--- config.mk ---
export PLATFORM = sky130hd
export DESIGN_NAME = psr_regs
export DESIGN_NICKNAME = d
export VERILOG_FILES = /design/src/rtl/psr_pkg.sv /design/src/rtl/psr_regs.sv
export SDC_FILE = /design/constraint.sdc
export NUM_CORES = 1
export LEC_CHECK = 0
export BUFFER_PORTS_ARGS = -buffer_cell sky130_fd_sc_hd__buf_2
export CAP_MARGIN = 20
export CORE_MARGIN = 10
export CORE_UTILIZATION = 58
export DETAILED_ROUTE_END_ITERATION = 10
export GPL_TIMING_DRIVEN = 0
export HOLD_SLACK_MARGIN = 0.06
export PLACE_DENSITY_LB_ADDON = 0.08
export SYNTH_ARGS = -nofsm -noshare
export SYNTH_HDL_FRONTEND = slang
export SYNTH_SLANG_ARGS = --single-unit
--- constraint.sdc ---
create_clock -name clk -period 4.5 [get_ports clk]
set_input_delay 0.9 -clock clk [delete_from_list [all_inputs] [get_ports clk]]
set_output_delay 0.9 -clock clk [all_outputs]
set_load 0.05 [all_outputs]
--- src/rtl/psr_pkg.sv ---
package psr_pkg;

  // register byte addresses
  localparam logic [7:0] ADDR_DIFF_HIGH = 8'h19;
  localparam logic [7:0] ADDR_DIFF_LOW = 8'h1A;
  localparam logic [7:0] ADDR_OFFSET_HIGH = 8'h1B;
  localparam logic [7:0] ADDR_OFFSET_LOW = 8'h1C;
  localparam logic [7:0] ADDR_SENS_FREQ = 8'h1D;
  localparam logic [7:0] ADDR_ROUTE = 8'h1E;
  localparam logic [7:0] ADDR_BOOST = 8'h1F;
  localparam logic [7:0] ADDR_TRIM = 8'h20;
  localparam logic [7:0] ADDR_SPARE = 8'h21;
  localparam logic [7:0] ADDR_INT_MASK = 8'h22;

  // field widths and positions
  localparam int DIFF_W = 13;
  localparam int DIFF_HIGH_W = 5;
  localparam int OFFSET_W = 16;
  localparam int GAIN_LSB = 4;
  localparam int FREQ_LSB = 1;
  localparam int SENSOR_LSB = 4;
  localparam int SHIELD_LSB = 0;
  localparam int BOOST_LSB = 3;
  localparam int BOOST_LOW_LSB = 0;

  // reset values
  localparam logic [2:0] GAIN_RESET = 3'h0;
  localparam logic [2:0] FREQ_RESET = 3'h0;
  localparam logic [3:0] ROUTE_RESET = 4'h0;
  localparam logic [2:0] BOOST_RESET = 3'h0;
  localparam logic [7:0] TRIM_RESET = 8'h01;
  localparam logic [7:0] MASK_RESET = 8'h08;

  // frequency codes
  localparam logic [2:0] FREQ_64K = 3'h2;
  localparam logic [2:0] FREQ_90K = 3'h3;
  localparam logic [2:0] FREQ_112K = 3'h4;
  localparam logic [2:0] FREQ_150K = 3'h5;

  // sensor route codes
  localparam logic [3:0] SENSOR_NONE = 4'h0;
  localparam logic [3:0] SENSOR_WIPER = 4'h1;
  localparam logic [3:0] SENSOR_AUX2 = 4'h2;
  localparam logic [3:0] SENSOR_X = 4'h8;
  localparam logic [3:0] SENSOR_Y = 4'h9;

  // shield route codes
  localparam logic [3:0] SHIELD_NONE = 4'h0;
  localparam logic [3:0] SHIELD_AUX3 = 4'h3;
  localparam logic [3:0] SHIELD_X = 4'h8;
  localparam logic [3:0] SHIELD_Y = 4'h9;

  // boost codes
  localparam logic [2:0] BOOST_ON = 3'h4;
  localparam logic [2:0] BOOST_OFF = 3'h6;

  // interrupt mask bit positions
  localparam int INT_MOTOR_SHORT = 7;
  localparam int INT_OBJECT_NEAR = 6;
  localparam int INT_AWAY_OR_DONE = 5;
  localparam int INT_COMP_DONE = 4;
  localparam int INT_TOUCH_DOWN_OR_DONE = 3;
  localparam int INT_TOUCH_UP = 2;
  localparam int INT_THERMAL_WARNING = 1;
  localparam int INT_THERMAL_ALARM = 0;

  // instantaneous status from the device core
  typedef struct packed {
    logic motor_short;
    logic object_near_state;
    logic comp_pending;
    logic conversion_running_flag;
    logic touch_state_flag;
  } psr_status_t;

  // proximity results from the front end
  typedef struct packed {
    logic sense_conversion_complete;
    logic [DIFF_W-1:0] differential;
    logic [OFFSET_W-1:0] comp_offset;
  } psr_result_t;

  // register access port from the serial interface
  typedef struct packed {
    logic [7:0] addr;
    logic wr;
    logic rd;
    logic [7:0] wdata;
  } psr_reg_req_t;

  // decoded configuration for the analog front end
  typedef struct packed {
    logic [2:0] sense_gain_level;
    logic [2:0] sense_operating_frequency;
    logic [3:0] sensor_pin_route;
    logic [3:0] shield_pin_route;
    logic [2:0] high_gain_select;
    logic [2:0] boost_low_bits;
    logic [7:0] trim;
    logic high_gain_on;
    logic code_reserved;
  } psr_cfg_t;

  // whole state of the bank
  typedef struct packed {
    logic [2:0] gain;
    logic [2:0] freq;
    logic [3:0] sensor;
    logic [3:0] shield;
    logic [2:0] boost;
    logic [2:0] boost_low;
    logic [7:0] trim;
    logic [7:0] mask;
    logic [DIFF_W-1:0] diff;
    logic [OFFSET_W-1:0] offset;
    psr_status_t prev;
    logic conv_was_prox;
    logic [7:0] events;
    logic [7:0] rdata;
    logic rvalid;
    logic irq;
  } psr_state_t;

endpackage

--- src/rtl/psr_regs.sv ---
// Operation
// RULE1: differential is signed, five high, eight low bits
// RULE2: host only reads results after conversion done
// RULE3: sixteen-bit offset, high byte then low byte
// RULE4: gain field bits 6:4, resets zero
// RULE5: frequency field bits 3:1, codes 010..101
// RULE6: sensor route bits 7:4, other codes reserved
// RULE7: shield route bits 3:0, other codes reserved
// RULE8: boost bits 5:3, 100 on, 110 off
// RULE9: host writes 0x81 to trim register
// RULE10: mask holds one enable per source
// RULE11: touch enable bit 3 resets to one
// RULE12: bit 5 source chosen by select bit
// RULE13: touch source: pen rise or conversion end
// RULE14: bit 5: near fall or conversion end
// RULE15: masked source never raises interrupt request
module psr_regs (
  // clock and reset
  input wire logic clk,
  input wire logic reset_n,
  // register access from the serial interface
  input wire psr_pkg::psr_reg_req_t reg_req,
  output logic [7:0] reg_rdata,
  output logic reg_rvalid,
  // proximity results and core status
  input wire psr_pkg::psr_result_t result,
  input wire psr_pkg::psr_status_t status,
  input wire logic conversion_is_prox,
  input wire logic touch_detect_mode,
  input wire logic away_or_done_select,
  input wire logic thermal_warning_event,
  input wire logic thermal_alarm_event,
  // front end configuration
  output psr_pkg::psr_cfg_t cfg,
  // interrupt sources
  output logic [7:0] int_events,
  output logic irq_request
);

  psr_pkg::psr_state_t s_q;
  psr_pkg::psr_state_t s_d;
  logic [7:0] raw_events;
  logic conv_fall;
  logic [7:0] read_mux;
  logic [7:0] gated_events;

  // elaboration checks: captured results must fill their register pairs
  if (psr_pkg::DIFF_W != psr_pkg::DIFF_HIGH_W + 8) begin
    $error("differential width does not match its two registers");
  end

  if (psr_pkg::DIFF_HIGH_W > 8) begin
    $error("differential high field wider than a byte");
  end

  if (psr_pkg::OFFSET_W != 16) begin
    $error("offset must fill exactly two bytes");
  end

  // elaboration checks: configuration fields inside their byte, no overlap
  if (psr_pkg::GAIN_LSB + 3 > 8) begin
    $error("gain field leaves its byte");
  end

  if (psr_pkg::FREQ_LSB + 3 > psr_pkg::GAIN_LSB) begin
    $error("frequency field overlaps the gain field");
  end

  if (psr_pkg::SENSOR_LSB + 4 > 8) begin
    $error("sensor route field leaves its byte");
  end

  if (psr_pkg::SHIELD_LSB + 4 > psr_pkg::SENSOR_LSB) begin
    $error("shield route field overlaps the sensor route field");
  end

  if (psr_pkg::BOOST_LSB + 3 > 8) begin
    $error("boost field leaves its byte");
  end

  if (psr_pkg::BOOST_LOW_LSB + 3 > psr_pkg::BOOST_LSB) begin
    $error("low boost bits overlap the boost field");
  end

  // elaboration checks: codes the decoders tell apart must differ
  if (psr_pkg::BOOST_ON == psr_pkg::BOOST_OFF) begin
    $error("boost on and off codes coincide");
  end

  if (psr_pkg::FREQ_64K == psr_pkg::FREQ_90K || psr_pkg::FREQ_90K == psr_pkg::FREQ_112K ||
      psr_pkg::FREQ_112K == psr_pkg::FREQ_150K || psr_pkg::FREQ_64K == psr_pkg::FREQ_150K) begin
    $error("frequency codes coincide");
  end

  if (psr_pkg::SENSOR_X == psr_pkg::SENSOR_Y || psr_pkg::SHIELD_X == psr_pkg::SHIELD_Y ||
      psr_pkg::SENSOR_NONE == psr_pkg::SENSOR_WIPER || psr_pkg::SHIELD_NONE == psr_pkg::SHIELD_AUX3) begin
    $error("route codes coincide");
  end

  // elaboration checks: reset values the host relies on
  if (psr_pkg::GAIN_RESET != 3'h0) begin
    $error("gain must reset to its least sensitive code");
  end

  if (psr_pkg::FREQ_RESET != 3'h0 || psr_pkg::ROUTE_RESET != 4'h0 || psr_pkg::BOOST_RESET != 3'h0) begin
    $error("configuration fields must reset to zero");
  end

  if (psr_pkg::TRIM_RESET != 8'h01) begin
    $error("trim register must reset to one");
  end

  // elaboration checks: the read decoder needs ten consecutive addresses
  if (psr_pkg::ADDR_INT_MASK != psr_pkg::ADDR_DIFF_HIGH + 8'h09) begin
    $error("register map is not ten consecutive bytes");
  end

  // elaboration checks: one mask bit per source, only the touch enable set at reset
  if (((8'h01 << psr_pkg::INT_MOTOR_SHORT) | (8'h01 << psr_pkg::INT_OBJECT_NEAR) |
      (8'h01 << psr_pkg::INT_AWAY_OR_DONE) | (8'h01 << psr_pkg::INT_COMP_DONE) |
      (8'h01 << psr_pkg::INT_TOUCH_DOWN_OR_DONE) | (8'h01 << psr_pkg::INT_TOUCH_UP) |
      (8'h01 << psr_pkg::INT_THERMAL_WARNING) | (8'h01 << psr_pkg::INT_THERMAL_ALARM)) != 8'hFF) begin
    $error("interrupt sources do not map onto distinct mask bits");
  end
  if (psr_pkg::MASK_RESET != (8'h01 << psr_pkg::INT_TOUCH_DOWN_OR_DONE)) begin
    $error("only the touch enable may be set after reset");
  end

  // per-source gating by the registered mask
  for (genvar g = 0; g < 8; g++) begin : g_gate
    assign gated_events[g] = raw_events[g] & s_q.mask[g]; // RULE15
  end

  // edge detection of the core status
  always_comb begin
    conv_fall = s_q.prev.conversion_running_flag & ~status.conversion_running_flag;
    raw_events = 8'h00;
    raw_events[psr_pkg::INT_MOTOR_SHORT] = status.motor_short & ~s_q.prev.motor_short;
    raw_events[psr_pkg::INT_OBJECT_NEAR] = status.object_near_state & ~s_q.prev.object_near_state;
    if (away_or_done_select) begin
      raw_events[psr_pkg::INT_AWAY_OR_DONE] = conv_fall & s_q.conv_was_prox; // RULE14
    end else begin
      raw_events[psr_pkg::INT_AWAY_OR_DONE] = s_q.prev.object_near_state & ~status.object_near_state; // RULE14
    end
    raw_events[psr_pkg::INT_COMP_DONE] = s_q.prev.comp_pending & ~status.comp_pending;
    if (touch_detect_mode) begin
      raw_events[psr_pkg::INT_TOUCH_DOWN_OR_DONE] = status.touch_state_flag & ~s_q.prev.touch_state_flag; // RULE13
    end else begin
      raw_events[psr_pkg::INT_TOUCH_DOWN_OR_DONE] = conv_fall & ~s_q.conv_was_prox; // RULE13
    end
    raw_events[psr_pkg::INT_TOUCH_UP] = s_q.prev.touch_state_flag & ~status.touch_state_flag;
    raw_events[psr_pkg::INT_THERMAL_WARNING] = thermal_warning_event;
    raw_events[psr_pkg::INT_THERMAL_ALARM] = thermal_alarm_event;
  end

  // read data selection, reserved bits read zero
  always_comb begin
    read_mux = 8'h00;
    case (reg_req.addr)
      psr_pkg::ADDR_DIFF_HIGH: begin
        read_mux[psr_pkg::DIFF_HIGH_W-1:0] = s_q.diff[psr_pkg::DIFF_W-1:8]; // RULE1
      end
      psr_pkg::ADDR_DIFF_LOW: begin
        read_mux = s_q.diff[7:0]; // RULE1
      end
      psr_pkg::ADDR_OFFSET_HIGH: begin
        read_mux = s_q.offset[15:8]; // RULE3
      end
      psr_pkg::ADDR_OFFSET_LOW: begin
        read_mux = s_q.offset[7:0]; // RULE3
      end
      psr_pkg::ADDR_SENS_FREQ: begin
        read_mux[psr_pkg::GAIN_LSB +: 3] = s_q.gain;
        read_mux[psr_pkg::FREQ_LSB +: 3] = s_q.freq;
      end
      psr_pkg::ADDR_ROUTE: begin
        read_mux[psr_pkg::SENSOR_LSB +: 4] = s_q.sensor;
        read_mux[psr_pkg::SHIELD_LSB +: 4] = s_q.shield;
      end
      psr_pkg::ADDR_BOOST: begin
        read_mux[psr_pkg::BOOST_LSB +: 3] = s_q.boost;
        read_mux[psr_pkg::BOOST_LOW_LSB +: 3] = s_q.boost_low;
      end
      psr_pkg::ADDR_TRIM: begin
        read_mux = s_q.trim;
      end
      psr_pkg::ADDR_INT_MASK: begin
        read_mux = s_q.mask;
      end
      default: begin
        read_mux = 8'h00;
      end
    endcase
  end

  // next state of the whole bank
  always_comb begin
    s_d = s_q;
    s_d.prev = status;
    // remember the kind of the running conversion
    if (status.conversion_running_flag) begin
      s_d.conv_was_prox = conversion_is_prox;
    end
    // results captured only on conversion complete; host writes never reach them
    if (result.sense_conversion_complete) begin
      s_d.diff = result.differential; // RULE1
      s_d.offset = result.comp_offset; // RULE3
    end
    // writes to configuration and mask
    if (reg_req.wr) begin
      case (reg_req.addr)
        psr_pkg::ADDR_SENS_FREQ: begin
          s_d.gain = reg_req.wdata[psr_pkg::GAIN_LSB +: 3]; // RULE4
          s_d.freq = reg_req.wdata[psr_pkg::FREQ_LSB +: 3]; // RULE5
        end
        psr_pkg::ADDR_ROUTE: begin
          s_d.sensor = reg_req.wdata[psr_pkg::SENSOR_LSB +: 4]; // RULE6
          s_d.shield = reg_req.wdata[psr_pkg::SHIELD_LSB +: 4]; // RULE7
        end
        psr_pkg::ADDR_BOOST: begin
          s_d.boost = reg_req.wdata[psr_pkg::BOOST_LSB +: 3]; // RULE8
          s_d.boost_low = reg_req.wdata[psr_pkg::BOOST_LOW_LSB +: 3]; // RULE8
        end
        psr_pkg::ADDR_TRIM: begin
          s_d.trim = reg_req.wdata; // RULE9
        end
        psr_pkg::ADDR_INT_MASK: begin
          s_d.mask = reg_req.wdata; // RULE10
        end
        default: begin
          s_d.mask = s_q.mask;
        end
      endcase
    end
    // request from sources gated by the current mask; events kept ungated
    s_d.events = raw_events;
    s_d.irq = |gated_events; // RULE15 RULE12
    // registered read answer
    s_d.rvalid = reg_req.rd;
    if (reg_req.rd) begin
      s_d.rdata = read_mux;
    end
  end

  // state register
  always_ff @(posedge clk or negedge reset_n) begin
    if (!reset_n) begin
      // configuration and mask
      s_q.gain <= psr_pkg::GAIN_RESET; // RULE4
      s_q.freq <= psr_pkg::FREQ_RESET;
      s_q.sensor <= psr_pkg::ROUTE_RESET;
      s_q.shield <= psr_pkg::ROUTE_RESET;
      s_q.boost <= psr_pkg::BOOST_RESET;
      s_q.boost_low <= psr_pkg::BOOST_RESET;
      s_q.trim <= psr_pkg::TRIM_RESET;
      s_q.mask <= psr_pkg::MASK_RESET; // RULE11
      // captured results
      s_q.diff <= '0;
      s_q.offset <= '0;
      // edge history and registered outputs
      s_q.prev <= '0;
      s_q.conv_was_prox <= 1'b0;
      s_q.events <= 8'h00;
      s_q.rdata <= 8'h00;
      s_q.rvalid <= 1'b0;
      s_q.irq <= 1'b0;
    end else begin
      s_q <= s_d;
    end
  end

  // configuration outputs and reserved-code flag
  always_comb begin
    cfg.sense_gain_level = s_q.gain;
    cfg.sense_operating_frequency = s_q.freq;
    cfg.sensor_pin_route = s_q.sensor;
    cfg.shield_pin_route = s_q.shield;
    cfg.high_gain_select = s_q.boost;
    cfg.boost_low_bits = s_q.boost_low;
    cfg.trim = s_q.trim;
    cfg.high_gain_on = (s_q.boost == psr_pkg::BOOST_ON); // RULE8
    cfg.code_reserved = 1'b0;
    if (!(s_q.freq inside {psr_pkg::FREQ_64K, psr_pkg::FREQ_90K, psr_pkg::FREQ_112K,
        psr_pkg::FREQ_150K})) begin
      cfg.code_reserved = 1'b1; // RULE5
    end
    if (!(s_q.sensor inside {psr_pkg::SENSOR_NONE, psr_pkg::SENSOR_WIPER, psr_pkg::SENSOR_AUX2,
        psr_pkg::SENSOR_X, psr_pkg::SENSOR_Y})) begin
      cfg.code_reserved = 1'b1; // RULE6
    end
    if (!(s_q.shield inside {psr_pkg::SHIELD_NONE, psr_pkg::SHIELD_AUX3, psr_pkg::SHIELD_X,
        psr_pkg::SHIELD_Y})) begin
      cfg.code_reserved = 1'b1; // RULE7
    end
    if (!(s_q.boost inside {psr_pkg::BOOST_ON, psr_pkg::BOOST_OFF})) begin
      cfg.code_reserved = 1'b1; // RULE8
    end
  end

  // registered outputs
  assign reg_rdata = s_q.rdata;
  assign reg_rvalid = s_q.rvalid;
  assign int_events = s_q.events;
  assign irq_request = s_q.irq;

endmodule

Yosys cells after proc, flatten, opt, wreduce, memory -nomap -nowiden --
Index checks and enable logic that the tools add are counted.
Operators by class: eq/ne operators 22, multiplexer cells 11, bitwise logic cells 25, reduce and logical (&&, ||, !) cells 12
Operators with widths (count):
- $eq A8 B5 Y1 const B | 7
- $pmux W4 S9 | 1
- $and A1 B1 Y1 | 17
- $eq A4 B4 Y1 const B | 4
- $eq A8 B6 Y1 const B | 2
- $pmux W1 S8 | 2
- $eq A3 B3 Y1 const B | 4
- $reduce_and A2 Y1 | 5
- $eq A4 B2 Y1 const B | 2
- $logic_not A4 Y1 | 2
- $not A1 Y1 | 8
- $reduce_bool A4 Y1 | 2
- $reduce_or A8 Y1 | 1
- $pmux W1 S7 | 1
- $eq A3 B2 Y1 const B | 2
- $mux W1 | 6
- $pmux W1 S6 | 1
- $reduce_bool A5 Y1 | 1
- $eq A4 B1 Y1 const B | 1
- $reduce_bool A2 Y1 | 1
Storage, ports and cells: bits in registers 89, input bits 60, output and inout port bits 48, logic and storage cells 90

Longest topological paths before layout --
depth in word-level cells 6, mapped depth 7, depth with buffers taken out 4

Worst setup path after synthesis --
Ideal clock, no wire load.
path kind input-to-reg, from input reg_req[17] in the netlist's numbering, to register s_q (netlist bit cfg[10]), library setup time 0.125 ns, arrival time 2.432 ns, data required time 4.375 ns, setup slack 1.943 ns, stages on the path 6, buffers on the path 2, path through or2_1 > buf_6 > or2_4 > or4_4 > buf_6 > mux2_4
On the way: word-level cells in the longest chain between the ends 2
Ends and longest elaborated chain:
- start: declaration | RTL line psr_regs.sv:22 | input wire psr_pkg::psr_reg_req_t reg_req,
- $eq A8 B5 Y1 | RTL line psr_regs.sv:211 | case (reg_req.addr)
- $reduce_and A2 Y1 (no line)
- end: declaration | RTL line psr_regs.sv:40 | psr_pkg::psr_state_t s_q;
No other way between the ends. A chain may end at the register's enable or synchronous reset.

==> flow_metrics.env <==
export IMPL_synth_edff_count=0
export IMPL_dieArea_um2=11460
export IMPL_routed_via_density=5.467
export IMPL_io_pins=108
export IMPL_cts_sinks=89
export IMPL_finClkSkew_ps=12.08
export IMPL_gp_congestion=0.8500
export IMPL_cpPeakStageDelay_ps=450
export IMPL_wl_met1_mm=4.723
export IMPL_crit_start="cfg[13]"
export IMPL_tightest_slew_ps=687.4
export IMPL_crit_arrival_ps=1570
export IMPL_syn_area_um2=4394
export IMPL_antenna_found_initial=0
export IMPL_cts_clk_slew_worst_paths_ps=100
export IMPL_cts_resized=0
export IMPL_critPathKind="reg2out"
export IMPL_cts_setup_buffers=0
export IMPL_maxSlewViolCount=0
export IMPL_synthesis_nets=410
export IMPL_cp_endpoint="cfg[0]"
export IMPL_crit_path_end_kind="primary output"
export IMPL_ir_worst_vdd_uv=172.2
export IMPL_final_common_cell="buf_2"
export IMPL_power_leakage_nw=2.643
export IMPL_dr_max_layer_used="met4"
export IMPL_start_util=0.6026
export IMPL_crit_chain="nand2b_1 -> nor4_1 -> nand3_1 -> buf_2"
export IMPL_tns_ps=0
export IMPL_placementRows=31
export IMPL_wl_met2_mm=5.382
export IMPL_die_h_um=107.0
export IMPL_routed_wl_mm=11.06
export IMPL_yosys_register_bits=89
export IMPL_netlist_instances=350
export IMPL_diodes=0
export IMPL_grt_overflow=0
export IMPL_route_met3_wl_um=717
export IMPL_firstDrtPassIters=4
export IMPL_ys_seq_area_frac=0.5074
export IMPL_drv_cap=0
export IMPL_hpwl_mm=8.732
export IMPL_clk_path_buf_depth=2
export IMPL_power_density_nw_per_um2=320.5
export IMPL_max_freq_mhz=405.7
export IMPL_whs_ps=428.5
export IMPL_setup_violations=0
export IMPL_cts_hold_buf=0
export IMPL_grt_max_degree=63
export IMPL_fp_dieW_um=107.0
export IMPL_layout_common_cells="buf_2, dfrtp_1, mux2_2"
export IMPL_grt_usage=0.1964
export IMPL_cp_start_kind="flip-flop"
export IMPL_status="finished clean"
export IMPL_grt_pass1_wl_mm=17.67
export IMPL_synth_ff_type="dfrtp_1"
export IMPL_grt_pass1_vias=3398
export IMPL_rrSetupSlack_ps=2680
export IMPL_rr_endpoint="reg_rdata[2]"
export IMPL_cts_tree="built"
export IMPL_synth_cell_types=50
export IMPL_root_buffer="clkbuf_8"
export IMPL_ant_nets=0
export IMPL_rsz0062_at_grt="no"
export IMPL_wl_per_cell_um=19.33
export IMPL_drt_iter0_markers=144
export IMPL_syn_area_per_cell_um2=12.55
export IMPL_timing_rr_start="cfg[25]"
export IMPL_async_reset_ff_frac=1.000
export IMPL_coreArea_um2=7292
export IMPL_crit_required_ps=3600
export IMPL_drc=0
export IMPL_slew_headroom=0.5408
export IMPL_yosysWarningCount=0
export IMPL_cts_htree_levels=3
export IMPL_hold_viol=0
export IMPL_period_share=0.5478
export IMPL_min_path_cells=1
export IMPL_finalCriticalPeriod_ps=2465
export IMPL_drive_gt1_frac=0.5455
export IMPL_numCtsBuffers=9
export IMPL_clk_insertion_delay_late_ps=350
export IMPL_areaGrowthSynthToFinish_pct=19.59
export IMPL_finish_net_count=528
export IMPL_vias=3127
export IMPL_worst_path_max_delay_cell="dfrtp_1"
export IMPL_hp_class="reg2reg"
export IMPL_nFillCells=567
export IMPL_worst_r2r_cell_count=4
export IMPL_portBuffers=106
export IMPL_cp_max_fo=4
-- logic make-up after synthesis --
logic type / synth area share
simple gates: 0.08714
buf+inv: 0.09766
mux: 0.2323
flops: 0.5074
compound gates: 0.07147
xor+xnor: 0.003987
-- critical path, delay by kind of cell (launching register included) --
family                 cells  cell delay (ps)
buffers and inverters      1              220
flip-flops                 1              450
AND/OR/NAND/NOR            3              530
-- through the flow --
stage | instances | worst slack [ps] | power, mW | util | instance area [µm²]
after floorplan | 350 | 1943 | 1.094 | - | 4394
after global placement | 555 | 1766 | 1.190 | 0.6923 | 5049
after detailed placement | 556 | 1756 | 1.201 | 0.6965 | 5079
after CTS | 572 | 2025 | 1.696 | 0.7207 | 5255
after global routing | 572 | 1904 | 1.759 | 0.7207 | 5255
final | 572 | 2035 | 1.684 | 0.7207 | 5255
-- flip-flops by register name, summed over array words and instances, names as in the netlist --
register     flops
s_q             43
cfg             28
int_events       8
reg_rdata        8
irq_request      1
reg_rvalid       1
-- how the worst min path moves through the flow --
| stage | startpoint | end |
|---|---|---|
| floorplan | s_q[23] | int_events[7] |
| detailed placement | s_q[23] | int_events[7] |
| finish | s_q[23] | int_events[7] |
| global placement | s_q[23] | int_events[7] |
| CTS | s_q[23] | int_events[7] |
| global route | s_q[23] | int_events[7] |
-- per-layer routing --
metal / up-vias / global-route usage
li1: 1465 / -
met2: 111 / 0.3211
met1: 1532 / 0.2460
met3: 19 / 0.04731
met4: 0 / 0.07447
met5: - / 0
-- report_power, final --
part	leakage, nW	internal, mW	total [mW]	switching, mW
logic	1.42	0.123	0.296	0.173
clock network	0.0904	0.206	0.500	0.295
registers	1.13	0.852	0.888	0.0360
-- synthesized netlist by cell type, drive strengths merged, types with 4 or more instances --
master  instances  area [µm²]
mux2i          12       120.1
buf            53       387.9
a21oi           8       40.04
nand3b          5       37.54
clkbuf          5       18.77
nand3           5       25.02
a32oi           7       61.31
nor3            5       25.02
nand2b          4       25.02
nor2           12       47.55
nor2b           6       37.54
o21ai           9       45.04
mux2           74       855.8
a211oi          4       30.03
nor4            5       61.31
inv             5       18.77
nand2           9       33.78
dfrtp          87        2177
-- area by class of cell --
type	count	area, µm²	share of cell area
sequential	89	2230	0.4243
clock inverter	7	52.55	0.01000
timing repair buffer	107	560.5	0.1067
tap	99	123.9	0.02357
multi-input combinational	197	1735	0.3302
clock buffer	9	123.9	0.02357
buffer	58	406.6	0.07738
inverter	6	22.52	0.004286
Power figures use the tool's default switching activity.
